[src/core/extension_enable_bit_pkg.sv]
package ext_pkg;
	localparam int DATA_W = 8;
	localparam int ADDR_W = 12;
	localparam int PC_W   = 21;
	localparam int WORD_W = 16;

	// opcode prefixes
	localparam logic [15:0] WORD_CALL_W    = 16'h0014;
	localparam logic [8:0]  PFX_MOVE_FILE  = 9'h1d6;
	localparam logic [8:0]  PFX_MOVE_IDX   = 9'h1d7;
	localparam logic [3:0]  PFX_SECOND     = 4'hf;
	localparam logic [7:0]  PFX_PUSH_LIT   = 8'hfa;
	localparam logic [7:0]  PFX_PTR_SUB    = 8'he9;
	localparam logic [1:0]  SEL_SUB_RETURN = 2'h3;

	// field positions
	localparam int OFS7_MSB = 6;
	localparam int OFS6_MSB = 5;
	localparam int SEL_LSB  = 6;
	localparam int ABIT_POS = 8;
	localparam int DBIT_POS = 9;

	// indexed literal offset limit for access-bank operands
	localparam logic [7:0] ILO_LIMIT = 8'h5f;

	// indirect data registers occupy these addresses (three pointers)
	localparam logic [11:0] INDF_BASE = 12'hfdb;
	localparam logic [11:0] INDF_SPAN = 12'h010;
	localparam logic [11:0] INDF_STEP = 12'h008;
	localparam logic [11:0] INDF_LOW  = 12'hfdb;
	localparam logic [11:0] ACCESS_HI = 12'hf00;

	localparam logic        EXT_EN_RESET = 1'b0;
	localparam logic [11:0] PTR_RESET   = 12'h000;
	localparam logic [20:0] PC_RESET    = 21'h000000;
	localparam logic [20:0] PC_STEP     = 21'h000002;

	typedef enum logic [2:0] {
		OP_NONE,
		OP_SECOND_WORD,
		OP_MOVE_FILE,
		OP_MOVE_IDX,
		OP_PUSH_LIT,
		OP_PTR_SUB,
		OP_SUB_RETURN,
		OP_CALL_W
	} op_type;

	typedef enum logic [1:0] {
		ST_RUN,
		ST_MOVE2,
		ST_FLUSH
	} state_type;
endpackage

[src/core/extension_enable_bit_bus_if.sv]
`timescale 1ns/10ps
interface ext_bus_if;
	logic [15:0] insn;
	logic        ext_en;
	logic [7:0]  file_op;
	logic        abit;
	logic [11:0] frame_ptr;
	logic [3:0]  bank;
	ext_pkg::op_type op;
	logic [11:0] addr;
	logic        indexed;

	modport decoder (input insn, ext_en, file_op, abit, frame_ptr, bank,
		output op, addr, indexed);
	modport core (output insn, ext_en, file_op, abit, frame_ptr, bank,
		input op, addr, indexed);
endinterface

[src/core/extension_enable_bit_decode.sv]
`timescale 1ns/10ps
module ext_decode (
	ext_bus_if.decoder bus
);
	import ext_pkg::*;

	always_comb begin
		bus.op = OP_NONE;
		if (bus.ext_en) begin
			if (bus.insn == WORD_CALL_W)
				bus.op = OP_CALL_W;
			else if (bus.insn[15:7] == PFX_MOVE_FILE)
				bus.op = OP_MOVE_FILE; // RULE2
			else if (bus.insn[15:7] == PFX_MOVE_IDX)
				bus.op = OP_MOVE_IDX; // RULE6
			else if (bus.insn[15:8] == PFX_PUSH_LIT)
				bus.op = OP_PUSH_LIT; // RULE9
			else if (bus.insn[15:8] == PFX_PTR_SUB)
				bus.op = (bus.insn[7:6] == SEL_SUB_RETURN) ? OP_SUB_RETURN : OP_PTR_SUB; // RULE11
			else if (bus.insn[15:12] == PFX_SECOND)
				bus.op = OP_SECOND_WORD; // RULE8
		end
	end

	// address formation for standard byte and bit operands
	always_comb begin
		bus.indexed = bus.ext_en && !bus.abit && (bus.file_op <= ILO_LIMIT); // RULE13 RULE15
		if (bus.indexed)
			bus.addr = bus.frame_ptr + {4'h0, bus.file_op}; // RULE15
		else if (bus.abit)
			bus.addr = {bus.bank, bus.file_op}; // RULE14
		else if (bus.file_op[7])
			bus.addr = ACCESS_HI | {4'h0, bus.file_op}; // RULE17
		else
			bus.addr = {4'h0, bus.file_op}; // RULE14
	end
endmodule

[src/core/extension_enable_bit_exec.sv]
`timescale 1ns/10ps
// Behaviour
// [RULE1] call via w pushes pc+2, loads pc
// [RULE2] indexed-to-file source is frame pointer plus offset
// [RULE3] indexed-to-file destination is second word field
// [RULE4] software avoids pc and stack-top destinations
// [RULE5] indirect register source reads as zero
// [RULE6] indexed-to-indexed both addresses frame-relative
// [RULE7] indirect destination makes indexed move a nop
// [RULE8] indexed moves two cycles; stray second word nops
// [RULE9] push literal stores then decrements frame pointer
// [RULE10] pointer subtract six-bit literal, flags untouched
// [RULE11] select three subtracts frame pointer and returns
// [RULE12] subtract-and-return second cycle is nop
// [RULE13] extension enable also enables indexed offsets
// [RULE14] disabled: access bank or banked absolute address
// [RULE15] enabled, a=0, operand <=5fh is frame offset
// [RULE16] destination bit keeps w or file meaning
// [RULE17] operands above 5fh stay absolute access bank
// [RULE18] extension enable defaults to zero
module ext_exec (
	input  wire logic                  mclk,
	input  wire logic                  arst_n,
	input  wire logic                  cfg_ext_enable,
	input  wire logic                  cfg_load,
	input  wire logic [15:0]           insn,
	input  wire logic                  insn_valid,
	input  wire logic [7:0]            working_register,
	input  wire logic [7:0]            pc_latch_high,
	input  wire logic [7:0]            pc_latch_upper,
	input  wire logic [20:0]           pc_now,
	input  wire logic [20:0]           return_stack_top,
	input  wire logic [3:0]            bank_select_register,
	input  wire logic [7:0]            rd_data,
	output logic [11:0]                rd_addr,
	output logic                       rd_en,
	output logic [11:0]                wr_addr,
	output logic [7:0]                 wr_data,
	output logic                       wr_en,
	output logic                       wr_to_w,
	output logic                       push_en,
	output logic [20:0]                push_value,
	output logic                       pop_en,
	output logic                       pc_load,
	output logic [20:0]                pc_value,
	output logic                       flush,
	output logic                       std_indexed,
	output logic [11:0]                std_addr,
	output logic                       ext_enabled,
	output logic [11:0]                ptr0,
	output logic [11:0]                ptr1,
	output logic [11:0]                stack_frame_pointer
);
	import ext_pkg::*;

	function automatic logic is_indirect(input logic [11:0] a);
		is_indirect = (a >= INDF_LOW) && (a < INDF_LOW + INDF_SPAN + INDF_STEP);
	endfunction

	function automatic logic [11:0] frame_rel(input logic [11:0] fp, input logic [6:0] ofs);
		frame_rel = fp + {5'h00, ofs};
	endfunction

	ext_bus_if bus ();
	ext_decode u_dec (
		.bus (bus)
	);

	logic              ext_en_ff, nxt_ext_en;
	logic [11:0]       ptr_ff [3];
	logic [11:0]       nxt_ptr [3];
	state_type         state_ff, nxt_state;
	logic              move_idx_ff, nxt_move_idx;
	logic [11:0]       rd_addr_ff, nxt_rd_addr;
	logic              rd_en_ff, nxt_rd_en;
	logic [11:0]       wr_addr_ff, nxt_wr_addr;
	logic [7:0]        wr_data_ff, nxt_wr_data;
	logic              wr_en_ff, nxt_wr_en;
	logic              push_ff, nxt_push;
	logic [20:0]       push_val_ff, nxt_push_val;
	logic              pop_ff, nxt_pop;
	logic              pc_load_ff, nxt_pc_load;
	logic [20:0]       pc_val_ff, nxt_pc_val;
	logic              src_zero_ff, nxt_src_zero;

	assign bus.insn      = insn;
	assign bus.ext_en    = ext_en_ff;
	assign bus.file_op   = insn[7:0];
	assign bus.abit      = insn[ABIT_POS];
	assign bus.frame_ptr = ptr_ff[2];
	assign bus.bank      = bank_select_register;

	assign std_indexed = bus.indexed;
	assign std_addr    = bus.addr;
	assign wr_to_w     = !insn[DBIT_POS]; // RULE16
	assign ext_enabled = ext_en_ff;
	assign ptr0        = ptr_ff[0];
	assign ptr1        = ptr_ff[1];
	assign stack_frame_pointer = ptr_ff[2];
	assign rd_addr     = rd_addr_ff;
	assign rd_en       = rd_en_ff;
	assign wr_addr     = wr_addr_ff;
	assign wr_data     = wr_data_ff;
	assign wr_en       = wr_en_ff;
	assign push_en     = push_ff;
	assign push_value  = push_val_ff;
	assign pop_en      = pop_ff;
	assign pc_load     = pc_load_ff;
	assign pc_value    = pc_val_ff;
	assign flush       = (state_ff == ST_FLUSH);

	always_comb begin
		nxt_ext_en   = ext_en_ff;
		nxt_ptr      = ptr_ff;
		nxt_state    = state_ff;
		nxt_move_idx = move_idx_ff;
		nxt_rd_addr  = rd_addr_ff;
		nxt_rd_en    = 1'b0;
		nxt_wr_addr  = wr_addr_ff;
		nxt_wr_data  = wr_data_ff;
		nxt_wr_en    = 1'b0;
		nxt_push     = 1'b0;
		nxt_push_val = push_val_ff;
		nxt_pop      = 1'b0;
		nxt_pc_load  = 1'b0;
		nxt_pc_val   = pc_val_ff;
		nxt_src_zero = src_zero_ff;
		if (cfg_load)
			nxt_ext_en = cfg_ext_enable; // RULE13
		case (state_ff)
		ST_RUN: begin
			if (insn_valid) begin
				case (bus.op)
				OP_CALL_W: begin
					nxt_push     = 1'b1; // RULE1
					nxt_push_val = pc_now + PC_STEP;
					nxt_pc_load  = 1'b1;
					nxt_pc_val   = {pc_latch_upper[4:0], pc_latch_high, working_register};
					nxt_state    = ST_FLUSH;
				end
				OP_MOVE_FILE, OP_MOVE_IDX: begin
					nxt_rd_addr  = frame_rel(ptr_ff[2], insn[OFS7_MSB:0]); // RULE2 RULE6
					nxt_src_zero = is_indirect(frame_rel(ptr_ff[2], insn[OFS7_MSB:0])); // RULE5
					nxt_rd_en    = !is_indirect(frame_rel(ptr_ff[2], insn[OFS7_MSB:0]));
					nxt_move_idx = (bus.op == OP_MOVE_IDX);
					nxt_state    = ST_MOVE2; // RULE8
				end
				OP_PUSH_LIT: begin
					nxt_wr_addr = ptr_ff[2]; // RULE9
					nxt_wr_data = insn[7:0];
					nxt_wr_en   = 1'b1;
					nxt_ptr[2]  = ptr_ff[2] - 12'h001;
				end
				OP_PTR_SUB: begin
					nxt_ptr[insn[7:6]] = ptr_ff[insn[7:6]] - {6'h00, insn[OFS6_MSB:0]}; // RULE10
				end
				OP_SUB_RETURN: begin
					nxt_ptr[2]  = ptr_ff[2] - {6'h00, insn[OFS6_MSB:0]}; // RULE11
					nxt_pop     = 1'b1;
					nxt_pc_load = 1'b1;
					nxt_pc_val  = return_stack_top;
					nxt_state   = ST_FLUSH; // RULE12
				end
				default: begin
				end
				endcase
			end
		end
		ST_MOVE2: begin
			// source data arrives during this cycle
			if (insn_valid) begin
				nxt_wr_data = src_zero_ff ? 8'h00 : rd_data;
				if (move_idx_ff) begin
					nxt_wr_addr = frame_rel(ptr_ff[2], insn[OFS7_MSB:0]); // RULE6
					nxt_wr_en   = !is_indirect(frame_rel(ptr_ff[2], insn[OFS7_MSB:0])); // RULE7
				end else begin
					nxt_wr_addr = insn[11:0]; // RULE3
					nxt_wr_en   = 1'b1;
				end
				nxt_state = ST_RUN; // RULE8
			end
		end
		ST_FLUSH: begin
			nxt_state = ST_RUN; // RULE1 RULE12
		end
		default: nxt_state = ST_RUN;
		endcase
	end

	always_ff @(posedge mclk or negedge arst_n) begin
		if (!arst_n) begin
			ext_en_ff   <= EXT_EN_RESET; // RULE18
			ptr_ff      <= '{PTR_RESET, PTR_RESET, PTR_RESET};
			state_ff    <= ST_RUN;
			move_idx_ff <= 1'b0;
			rd_addr_ff  <= 12'h000;
			rd_en_ff    <= 1'b0;
			wr_addr_ff  <= 12'h000;
			wr_data_ff  <= 8'h00;
			wr_en_ff    <= 1'b0;
			push_ff     <= 1'b0;
			push_val_ff <= PC_RESET;
			pop_ff      <= 1'b0;
			pc_load_ff  <= 1'b0;
			pc_val_ff   <= PC_RESET;
			src_zero_ff <= 1'b0;
		end else begin
			ext_en_ff   <= nxt_ext_en;
			ptr_ff      <= nxt_ptr;
			state_ff    <= nxt_state;
			move_idx_ff <= nxt_move_idx;
			rd_addr_ff  <= nxt_rd_addr;
			rd_en_ff    <= nxt_rd_en;
			wr_addr_ff  <= nxt_wr_addr;
			wr_data_ff  <= nxt_wr_data;
			wr_en_ff    <= nxt_wr_en;
			push_ff     <= nxt_push;
			push_val_ff <= nxt_push_val;
			pop_ff      <= nxt_pop;
			pc_load_ff  <= nxt_pc_load;
			pc_val_ff   <= nxt_pc_val;
			src_zero_ff <= nxt_src_zero;
		end
	end
endmodule

[config.mk]
export PLATFORM = sky130hd
export DESIGN_NAME = ext_exec
export DESIGN_NICKNAME = d
export VERILOG_FILES = /design/src/core/extension_enable_bit_pkg.sv /design/src/core/extension_enable_bit_bus_if.sv /design/src/core/extension_enable_bit_decode.sv /design/src/core/extension_enable_bit_exec.sv
export SDC_FILE = /design/constraint.sdc
export NUM_CORES = 1
export LEC_CHECK = 0
export BUFFER_PORTS_ARGS = -buffer_cell sky130_fd_sc_hd__buf_4
export CAP_MARGIN = 20
export CORE_ASPECT_RATIO = 0.9
export CORE_MARGIN = 1.5
export CORE_UTILIZATION = 52
export CTS_CLUSTER_SIZE = 8
export DETAILED_ROUTE_END_ITERATION = 16
export PLACE_DENSITY_LB_ADDON = 0.3
export SLEW_MARGIN = 20
export SYNTH_ARGS = -nofsm -noshare
export SYNTH_HDL_FRONTEND = slang
export SYNTH_SLANG_ARGS = --single-unit
[constraint.sdc]
create_clock -name mclk -period 3 [get_ports mclk]
set_input_delay 0.3 -clock mclk [delete_from_list [all_inputs] [get_ports mclk]]
set_output_delay 0.3 -clock mclk [all_outputs]
set_load 0.02 [all_outputs]
# Word level (Yosys, flattened, before mapping)
# Index checks and enable logic that the tools add are counted.
# Widths: inputs -> output; s select.
# totals
output_inout_bits,131
wordCells,118
inputBits,99
regBits,120
# classes
add_sub_neg,6
n_reduce_logical,20
mux,50
magnitude_cmp,5
n_bitwise,1
eq_ne,19
# op_table
cell,count
$mux 12,10
$pmux 21 s2,1
$bwmux 36,1
$pmux 12 s3,1
$mux 8,4
$bmux 12 s2,1
$demux 12 s2,1
$pmux 12 s2,1
$sub 12x6->12,2
$add 21x2->21 const B,1
$eq 9x9->1 const B,2
$mux 3,6
$reduce_and 3->1,6
$mux 1,17
$eq 16x5->1 const B,1
$eq 8x8->1 const B,2
$pmux 8 s2,1
$add 12x7->12,1
$add 12x8->12,1
$eq 3x3->1 const B,4
$ge 12x12->1 const B,1
$lt 12x12->1 const B,1
$sub 12x1->12 const B,1
$le 8x7->1 const B,1
other kinds (20),33

# Depth between registers and ports, before layout
# Gate-level depths: netlist (run 1).
# depth
ltp_word,13
depth_mapped,15
mapped_depth_nobuf,14

# By module
# Synthesis (run 1) repeated with hierarchy kept, for this count alone.
# hier_totals
hier_cells,873
hier_area_um2,7473.4
# modules_own_cells
module,area_each_um2,seq_area_each_um2,cells_per_inst,n_inst
ext_exec,6726.5,3002.9,761,1
ext_decode,747.0,0.0,112,1

# Worst setup path after synthesis (run 1)
# OpenSTA, ideal clock, no wires.
# synth_path
kind,input port to flip-flop
startpoint,in insn[7]
endpoint,reg ptr_ff (netlist bit stack_frame_pointer[11])
t_required_ps,2879
slack_ps,-505
t_arrival_ps,3384
n_path_buf,3
cell_stages,13
setup_time_ps,121
cell_sequence,buf_2 -> nor2b_1 -> clkbuf_1 -> clkbuf_1 -> nand2_1 -> o21ai_0 -> ha_1 -> nor2b_1 -> o31a_1 -> o31a_1 -> or4b_4 -> a311o_1 -> a22o_1
# synth_between
elab_chain_len,11
word_cells_on_any_way,28
classes_between,1 x add/sub; 2 x order compare; 7 x eq/ne; 14 x mux; 1 x bitwise; 3 x reduce/logical
# synth_lines
item,line,source
from (decl),extension_enable_bit_exec.sv:26,"input wire logic [15:0] insn,"
branches (longest 11 deep; another with $sub 12x6->12),--,
to (signal assigned),extension_enable_bit_exec.sv:193,"ptr_ff <= '{PTR_RESET, PTR_RESET, PTR_RESET};"
to (signal assigned),extension_enable_bit_exec.sv:209,ptr_ff <= nxt_ptr;
to (decl),extension_enable_bit_exec.sv:70,logic [11:0] ptr_ff [3];
# Several ways; the timed one is not identified. The select of a mux whose other input is x is not followed.
# A chain may end at the register's enable or synchronous reset.

# Worst setup path after layout (run 1)
# layout_path
startpoint,reg ptr_ff (netlist bit stack_frame_pointer[0])
endpoint,out std_addr[10]
# layout_between
elab_chain_len,2
# layout_lines
item,line,source
$add 12x8->12,extension_enable_bit_decode.sv:29,"bus.addr = bus.frame_ptr + {4'h0, bus.file_op};"
$mux 12,extension_enable_bit_decode.sv:28,if (bus.indexed)
to (decl),extension_enable_bit_exec.sv:48,"output logic [11:0] std_addr,"
# Every way passes these cells.

==> results of run 1 <==
## worst min path at each step
stage	start	end	slack [ns]
after floorplan	arst_n	ext_enabled	0.004
after global placement	arst_n	push_value[12]	0.41
after detailed placement	arst_n	push_value[12]	0.43
after CTS	pc_now[1]	push_value[1]	0.07
after global routing	pc_now[1]	push_value[1]	0.07
final	pc_now[1]	push_value[1]	0.07
## cell usage after synthesis (3+ instances only)
master,n
a211oi_1,6
a21o_1,4
a21oi_1,58
a22o_1,3
a22oi_1,3
a31oi_1,5
and3_1,5
and4_1,3
buf_2,10
clkbuf_1,35
dfrtp_1,120
fa_1,3
ha_1,22
inv_1,24
mux2_1,8
mux2_2,9
mux2i_1,43
nand2_1,117
nand2b_1,9
nand3_1,19
nand3b_1,3
nand4_1,7
nor2_1,75
nor2b_1,8
nor3_1,12
nor3b_1,12
nor4_1,7
o211ai_1,5
o21a_1,5
o21ai_0,27
o21ai_1,81
o21bai_1,3
o31ai_1,4
xnor2_1,25
xor2_1,19
## cell type report
type	instances	share of cell area, %
Sequential cell	120	29.7
Clock inverter	7	0.657
Inverter	25	0.929
Multi-Input combinational cell	639	39.9
Timing Repair Buffer	287	21.6
Tap cell	168	2.08
Clock buffer	24	5.07
## what timing repair did
action | CTS | global route
buffers inserted | 1 | 5
cloned | 0 | 0
endpoints found under the setup margin | 3 | 6
hold endpoints to repair | 25 | 0
hold buffers | 1 | 0
resized for setup | 4 | 14
pin swaps | 1 | 7
## layer usage
metal	routed length, um	vias to the layer above	part of all wire, %	track usage, %
li1	-	3444	-	-
met1	8960	3382	43	38.3
met2	9980	299	48	45.8
met3	1500	48	7.2	5.12
met4	523	0	2.5	10.2
met5	0	-	0	0
## through the flow
stage          cells  setup TNS (ns)  hold slack, ns
3_5_place_dp    1232         -0.0852           0.425
2_1_floorplan    833         -0.0104         0.00441
3_3_place_gp    1232         -0.0328           0.413
6_report        1270               0          0.0712
5_1_grt         1270         -0.0479          0.0733
4_1_cts         1265        -0.00292          0.0674
## sequential cells by signal, indices dropped and copies added, names as in the netlist
register             cells
move_idx_ff              1
rd_addr                 12
wr_addr                 12
ptr1                    12
ext_enabled              1
pop_en                   1
push_value              21
src_zero_ff              1
ptr0                    12
state_ff                 2
wr_en                    1
push_en                  1
stack_frame_pointer     12
pc_load                  1
pc_value                21
wr_data                  8
rd_en                    1
## worst max-delay path, delay by kind of cell (launching register included)
kind	cells	cell delay, ns
buf+inv	2	0.24
simple gates	1	0.15
compound gates	5	0.76
fa+ha+maj	2	0.55
flops	1	0.35
mux	1	0.18
## cell families after synthesis
group | Yosys count
muxes | 60
and+or+nand+nor | 289
AOI/OAI and AO/OA | 221
xor gates and xnor gates | 44
DFF | 120
buffers and inverters | 74
adders and majority gates | 25
## where the power goes
group          leakage [nW]  internal, mW  switching (mW)  total, mW
combinational          2.94         0.433           0.508      0.941
clock                 0.288          1.26           0.699       1.96
sequential             1.64          1.67          0.0452       1.71
total                  4.87          3.36            1.25       4.62
==> reports/results.ini, run 1 <==
[worst_setup_path]
cp_max_fo=3
worstSetupPathType=reg2out
worstReg2RegStart=stack_frame_pointer[0]
worstSetupStartpoint=stack_frame_pointer[0]
slowest_delay_ns=0.36
worst_r2r_endpoint=wr_addr[8]
critPathRequiredTime_ns=2.70
cp-end-kind=primary output
startpoint_type=flop
arrival_ns=2.64
cp_slowest_cell=fa_2
ff2ff_path_depth=12
rrSetupSlack_ns=0.21
path_cells=ha_2 -> inv_1 -> fa_2 -> nand2b_4 -> a21oi_2 -> a31oi_4 -> o21ai_2 -> a21oi_2 -> mux2i_1 -> o211ai_1 -> buf_4
crit_end=std_addr[10]
crit_top_cell=a21oi_2

[clocking]
root_buffer=clkbuf_16
cts_sinks=120
tritoncts=yes
path_clk_slew_ns=0.05
clock_latency_ns=0.42
clk_path_buf_depth=2
htree_levels=4
cts_buffers=17

[layout]
drive_gt1_share_pct=31.6
regArea_um2=3000
multi_input_area_um2=4030
fillCellCount=1013
syn_to_final_growth_pct=39.3
final_core_util_pct=75.0
final_area_um2=10100
mostFrequentLayoutCells=buf_4 (284), dfrtp_1 (119), nand2_1 (117)
layout_commonest_cell=buf_4
antenna_cells=0
fin_nets=1214

[floorplanning]
start_util_pct=53.9
core_area_um2=13500
die_h_um=115
dieArea_um2=14700
die_w_um=127
rows=40
io_pins=230

[sta]
max_slew.worst_pin.slew_ns=0.828
fin_skew_ns=0.00606
max_freq_mhz=340
fin_ws_ns=0.0598
drv_slew=0
period_needed_ns=2.94
setup_viol=0
post-route-period-util_pct=98.0
final_hold_viol_count=0
slew_headroom_pct=44.8

[detailed_routing]
wl_per_cell_um=16.5
drtIter0Drc=511
wirelength_um=21000
vias=7173
via_per_inst=5.65
drc=0
first_pass_iters=5
ant_nets=0

[synth]
ys_types=62
ys_ff_latch=120
synthFlopType=dfrtp_1
synthTopCellsByArea=dfrtp_1 (41%), nand2_1 (6.1%), mux2i_1 (5.9%)
synth_nets=957
synth_top_area_share_pct=41.4
synth_xor_area_share_pct=5.31
postSynthCellCount=833
syn-cell-area_um2=7250
synth_adder_area_share_pct=4.62
yosys-mux-area-fraction_pct=8.57
syn-mean-instance-area_um2=8.71
synth_top_family_by_area=simple AND/OR/NAND/NOR gates
synth-simple-area-share_pct=18.5
ys_seq_area_share_pct=41.4
synth_compound_area_share_pct=17.4
synth-edff-count=0
yosys.area.top_type=dfrtp_1
async_reset_ff_share_pct=100
synth_warnings=0

[place]
finalWeightedCongestion=0.918
place_area_um2=9400
dp_hpwl_um=15600
dp_slack_ns=-0.0631
numPortBuffers=226

[global_routing]
grt_pass1_wl_um=32400
grt_max_degree=62
antenna_found_initial=0
grt_usage_pct=28.3
grt_overflow=0
grt_pass1_vias=6492

[hold_path]
min_path_type=in2reg
hold_depth=2

[pwr]
p_leak_nw=4.87
power_density_nw_per_um2=457
max-vdd-ir-drop_v=0.000396
power.total_mw=4.62

[run_status]
status=complete, no violations

[job]
max-cap-violations=0

(Power assumes the default switching activity.)
==> run 2, diff against run 1 <==
RECOVER_POWER = 25   (was default)
==> reports/results.ini, run 2 (synthesis results as in run 1) <==
[floorplanning]
rows=40
dieArea_um2=14700
start_util_pct=53.9
core_area_um2=13500
io_pins=230
die_h_um=115
die_w_um=127

[hold_path]
min_path_type=in2reg

[worst_setup_path]
worstSetupPathType=reg2out
cp-end-kind=primary output
cp_slowest_cell=fa_2
path_cells=ha_2 -> inv_1 -> fa_2 -> nand2b_4 -> a21oi_2 -> a31oi_4 -> o21ai_2 -> a21oi_2 -> mux2i_1 -> o211ai_1 -> buf_4
slowest_delay_ns=0.36
startpoint_type=flop
rrSetupSlack_ns=0.20
cp_max_fo=3
crit_top_cell=a21oi_2
arrival_ns=2.63
critPathRequiredTime_ns=2.70

[detailed_routing]
via_per_inst=5.60
first_pass_iters=6
drtIter0Drc=451
wl_per_cell_um=16.4
drc=0
wirelength_um=20900
vias=7116
ant_nets=0

[layout]
final_core_util_pct=74.1
antenna_cells=0
final_area_um2=9980
syn_to_final_growth_pct=37.6
drive_gt1_share_pct=28.7
instances_no_fill=1270
layout_commonest_cell=buf_4
mostFrequentLayoutCells=buf_4 (251), dfrtp_1 (119), nand2_1 (117)
fin_nets=1214

[pwr]
power_density_nw_per_um2=461
p_leak_nw=4.74
max-vdd-ir-drop_v=0.000390

[clocking]
path_clk_slew_ns=0.05
cts_buffers=17
htree_levels=4
clk_path_buf_depth=2
root_buffer=clkbuf_16
clock_latency_ns=0.41
cts_sinks=120
tritoncts=yes

[global_routing]
antenna_found_initial=0
grt_pass1_vias=6492
grt_pass1_wl_um=32400
grt_overflow=0
grt_usage_pct=28.3
grt_max_degree=62

[place]
dp_hpwl_um=15600
place_area_um2=9400
place_inst=1232
numPortBuffers=226
finalWeightedCongestion=0.918

[sta]
setup_viol=0
final_hold_viol_count=0
post-route-period-util_pct=97.7
timing.hold.ws_ns=0.0757
period_needed_ns=2.93
slew_headroom_pct=1.41
max_freq_mhz=341
fin_skew_ns=0.00544
drv_slew=0
max_slew.worst_pin.slew_ns=1.48

[job]
max-cap-violations=0

[run_status]
status=complete, no violations

run 2: cell types whose count changed in the layout (fill, tap and decap cells not counted), sizes merged:
cell	delta
buf	-33
clkbuf	+33
run 2: critical path: cells and delay by family, from the launching register on:
| kind | cells | cell delay [ns] |
|---|---|---|
| DFF | 1 | 0.35 |
| and+or+nand+nor | 1 | 0.15 |
| adders and majority gates | 2 | 0.55 |
| muxes | 1 | 0.19 |
| AOI/OAI and AO/OA | 5 | 0.74 |
| buffers and inverters | 2 | 0.24 |
run 2: per-layer routing:
layer / vias to the layer above / wire length (um) / track usage, %
li1: 3448 / - / -
met1: 3350 / 8960 / 38.3
met2: 278 / 9890 / 45.8
met3: 40 / 1510 / 5.12
met4: 0 / 512 / 10.2
met5: - / 0 / 0
run 2: power breakdown:
group          switching, mW  total (mW)  internal (mW)
Clock                  0.693        1.95           1.26
Sequential            0.0455        1.71           1.67
Combinational          0.508       0.928          0.420
run 2: area by class of cell:
| class | count | area (um2) |
|---|---|---|
| Sequential cell | 120 | 3000 |
| Fill cell | 1032 | 3490 |
| Clock inverter | 7 | 66.3 |
| Timing Repair Buffer | 287 | 2060 |
| Tap cell | 168 | 210 |
| Inverter | 25 | 93.8 |
| Multi-Input combinational cell | 639 | 4030 |
| Clock buffer | 24 | 512 |
run 2: what timing repair did:
| action | CTS | global route |
|---|---|---|
| hold buffers | 1 | 0 |
| gates resized for setup | 4 | 14 |
| gates cloned | 0 | 0 |
| endpoints found under the setup margin | 3 | 6 |
| hold endpoints to repair | 25 | 0 |
| setup buffers | 1 | 5 |
| pin swaps | 1 | 7 |
run 2: metrics by stage:
step                       TNS, ns  setup slack (ns)  power [mW]
final                            0            0.0688        4.60
after global routing       -0.0479           -0.0370        4.79
after global placement     -0.0328           -0.0328        2.61
after floorplan            -0.0104           -0.0104        2.21
after detailed placement   -0.0852           -0.0631        2.63
after CTS                 -0.00292          -0.00193        4.59
run 2: worst paths after layout:
check | startpoint | to | cells past startpoint
worst max-delay path | stack_frame_pointer[0] | std_addr[10] | 11
worst min-delay path | pc_now[1] | push_value[1] | 2
worst max register to register | stack_frame_pointer[0] | wr_addr[8] | 12
worst min register to register | wr_addr[2] | wr_addr[2] | 2
max in group asynchronous | arst_n | stack_frame_pointer[1] | 3
min in group asynchronous | arst_n | push_value[12] | 2
==> run 3, diff against run 2 <==
ABC_AREA = 1   (was default)
CORE_UTILIZATION = 53   (was 52)
==> reports/results.ini, run 3 <==
[sta]
setup_viol=0
timing.hold.ws_ns=0.0774
rsz0062_at_grt=no
tns_ns=0
period_needed_ns=2.82
max_freq_mhz=354
final_hold_viol_count=0
fin_skew_ns=0.00721
post-route-period-util_pct=94.1
drv_slew=0
max_slew.worst_pin.slew_ns=1.26
slew_headroom_pct=16.3

[floorplanning]
die_h_um=118
dieArea_um2=15400
rows=41
die_w_um=131
core_area_um2=14200
io_pins=230
start_util_pct=54.9

[global_routing]
grt_overflow=0
grt_usage_pct=32.2
grt_pass1_wl_um=38600
antenna_found_initial=0
grt_pass1_vias=7742
grt_max_degree=74

[synth]
synth_nets=1248
synth_top_area_share_pct=38.6
synth_warnings=0
syn-mean-instance-area_um2=6.92
synthTopCellsByArea=dfrtp_1 (39%), nand2_1 (19%), inv_1 (6.3%)
async_reset_ff_share_pct=100
postSynthCellCount=1124
ys_ff_latch=120
synth-edff-count=0
synthFlopType=dfrtp_1
synthMostInstantiatedCell=nand2_1
synth_commonest_cells=nand2_1 (386), inv_1 (131), dfrtp_1 (120)
ys_types=44
ys_seq_area_share_pct=38.6
yosys.area.top_type=dfrtp_1
syn-cell-area_um2=7770

[detailed_routing]
drc=0
via_per_inst=5.27
wirelength_um=24200
first_pass_iters=5
wl_per_cell_um=15.4
ant_nets=0
vias=8303
drtIter0Drc=789

[worst_setup_path]
critPathRequiredTime_ns=2.70
cp-end-kind=primary output
worstSetupStartpoint=stack_frame_pointer[0]
worst_r2r_endpoint=stack_frame_pointer[8]
ff2ff_path_depth=17
arrival_ns=2.52
worstReg2RegStart=stack_frame_pointer[0]
cp_max_fo=4
startpoint_type=flop
crit_end=std_addr[10]
worstSetupPathType=reg2out
rrSetupSlack_ns=0.44

[pwr]
p_leak_nw=5.56
power_density_nw_per_um2=467
max-vdd-ir-drop_v=0.000360

[layout]
antenna_cells=0
drive_gt1_share_pct=20.2
fin_nets=1493
syn_to_final_growth_pct=31.8
mostFrequentLayoutCells=nand2_1 (385), buf_4 (214), inv_1 (130)
layout_commonest_cell=nand2_1

[clocking]
path_clk_slew_ns=0.06
cts_setup_buffers=0
cts_buffers=17
tritoncts=yes
root_buffer=clkbuf_16
cts_sinks=120
clock_latency_ns=0.42
clk_path_buf_depth=2
htree_levels=4

[place]
finalWeightedCongestion=0.979
dp_hpwl_um=18500
numPortBuffers=226

[job]
max-cap-violations=0

[hold_path]
min_path_type=in2reg

[run_status]
status=complete, no violations

==> run 3: cell type report <==
class / instances / area [um2]
clock inverters: 12 / 150
inverters: 137 / 514
fillers: 1241 / 3910
multi-input cells: 832 / 4080
well taps: 193 / 241
clock buffers: 20 / 447
flip-flops and latches: 120 / 3000
repair buffers: 261 / 1810
==> run 3: critical path, stage by stage (launching register included) <==
cell     delay [ns]
dfrtp_1        0.34
buf_4          0.16
ha_1           0.18
inv_1          0.06
fa_1           0.42
inv_2          0.09
nand2_1        0.05
nand3_1        0.10
nand3_1        0.10
nand2_1        0.09
nand2_1        0.06
xor2_1         0.14
o21ai_0        0.17
buf_4          0.17
==> run 3: worst min-delay path by stage <==
stage | start | endpoint | slack (ns) | cells past startpoint
after detailed placement | arst_n | rd_addr[2] | 0.36 | 1
after global routing | pc_now[0] | push_value[0] | 0.1 | 3
after global placement | arst_n | rd_addr[4] | 0.36 | 1
after floorplan | arst_n | ext_enabled | 0.004 | 0
final | pc_now[0] | push_value[0] | 0.08 | 3
after CTS | pc_now[0] | push_value[0] | 0.07 | 3
==> run 3: metrics by stage <==
step,setup WS (ns),utilization [%],cell area (um2),power (mW),cells
after floorplan,0.167,-,7770,2.30,1124
after global placement,0.0901,69.2,9800,2.73,1542
after detailed placement,0.116,69.2,9800,2.74,1542
after CTS,0.0347,73.5,10400,4.81,1575
after global routing,0.0190,72.4,10200,4.99,1575
final,0.177,72.4,10200,4.78,1575
==> run 3: power by group <==
group	leakage, nW	switching (mW)	internal [mW]
sequential	1.58	0.0482	1.67
clock	0.286	0.738	1.32
combinational	3.70	0.614	0.388
==> run 3: logic make-up after synthesis <==
group	synth area share, %
buffers and inverters	8.90
xor gates and xnor gates	3.94
and+or+nand+nor	31.1
DFF	38.6
AOI/OAI and AO/OA	13.1
adders and majority gates	4.31
==> run 3: routing by layer <==
metal / GRT usage, % / up-vias / part of all wire [%]
li1: - / 4075 / -
met1: 43.6 / 3819 / 44
met3: 6.23 / 50 / 7.6
met5: 0 / - / 0
met4: 12.2 / 0 / 2.7
met2: 50.8 / 359 / 46
==> run 3: repair_timing <==
action / CTS / global route
hold buffers: 1 / 0
gates resized for setup: 0 / 4
endpoints found under the setup margin: 0 / 4
endpoints found under the hold margin: 47 / 0
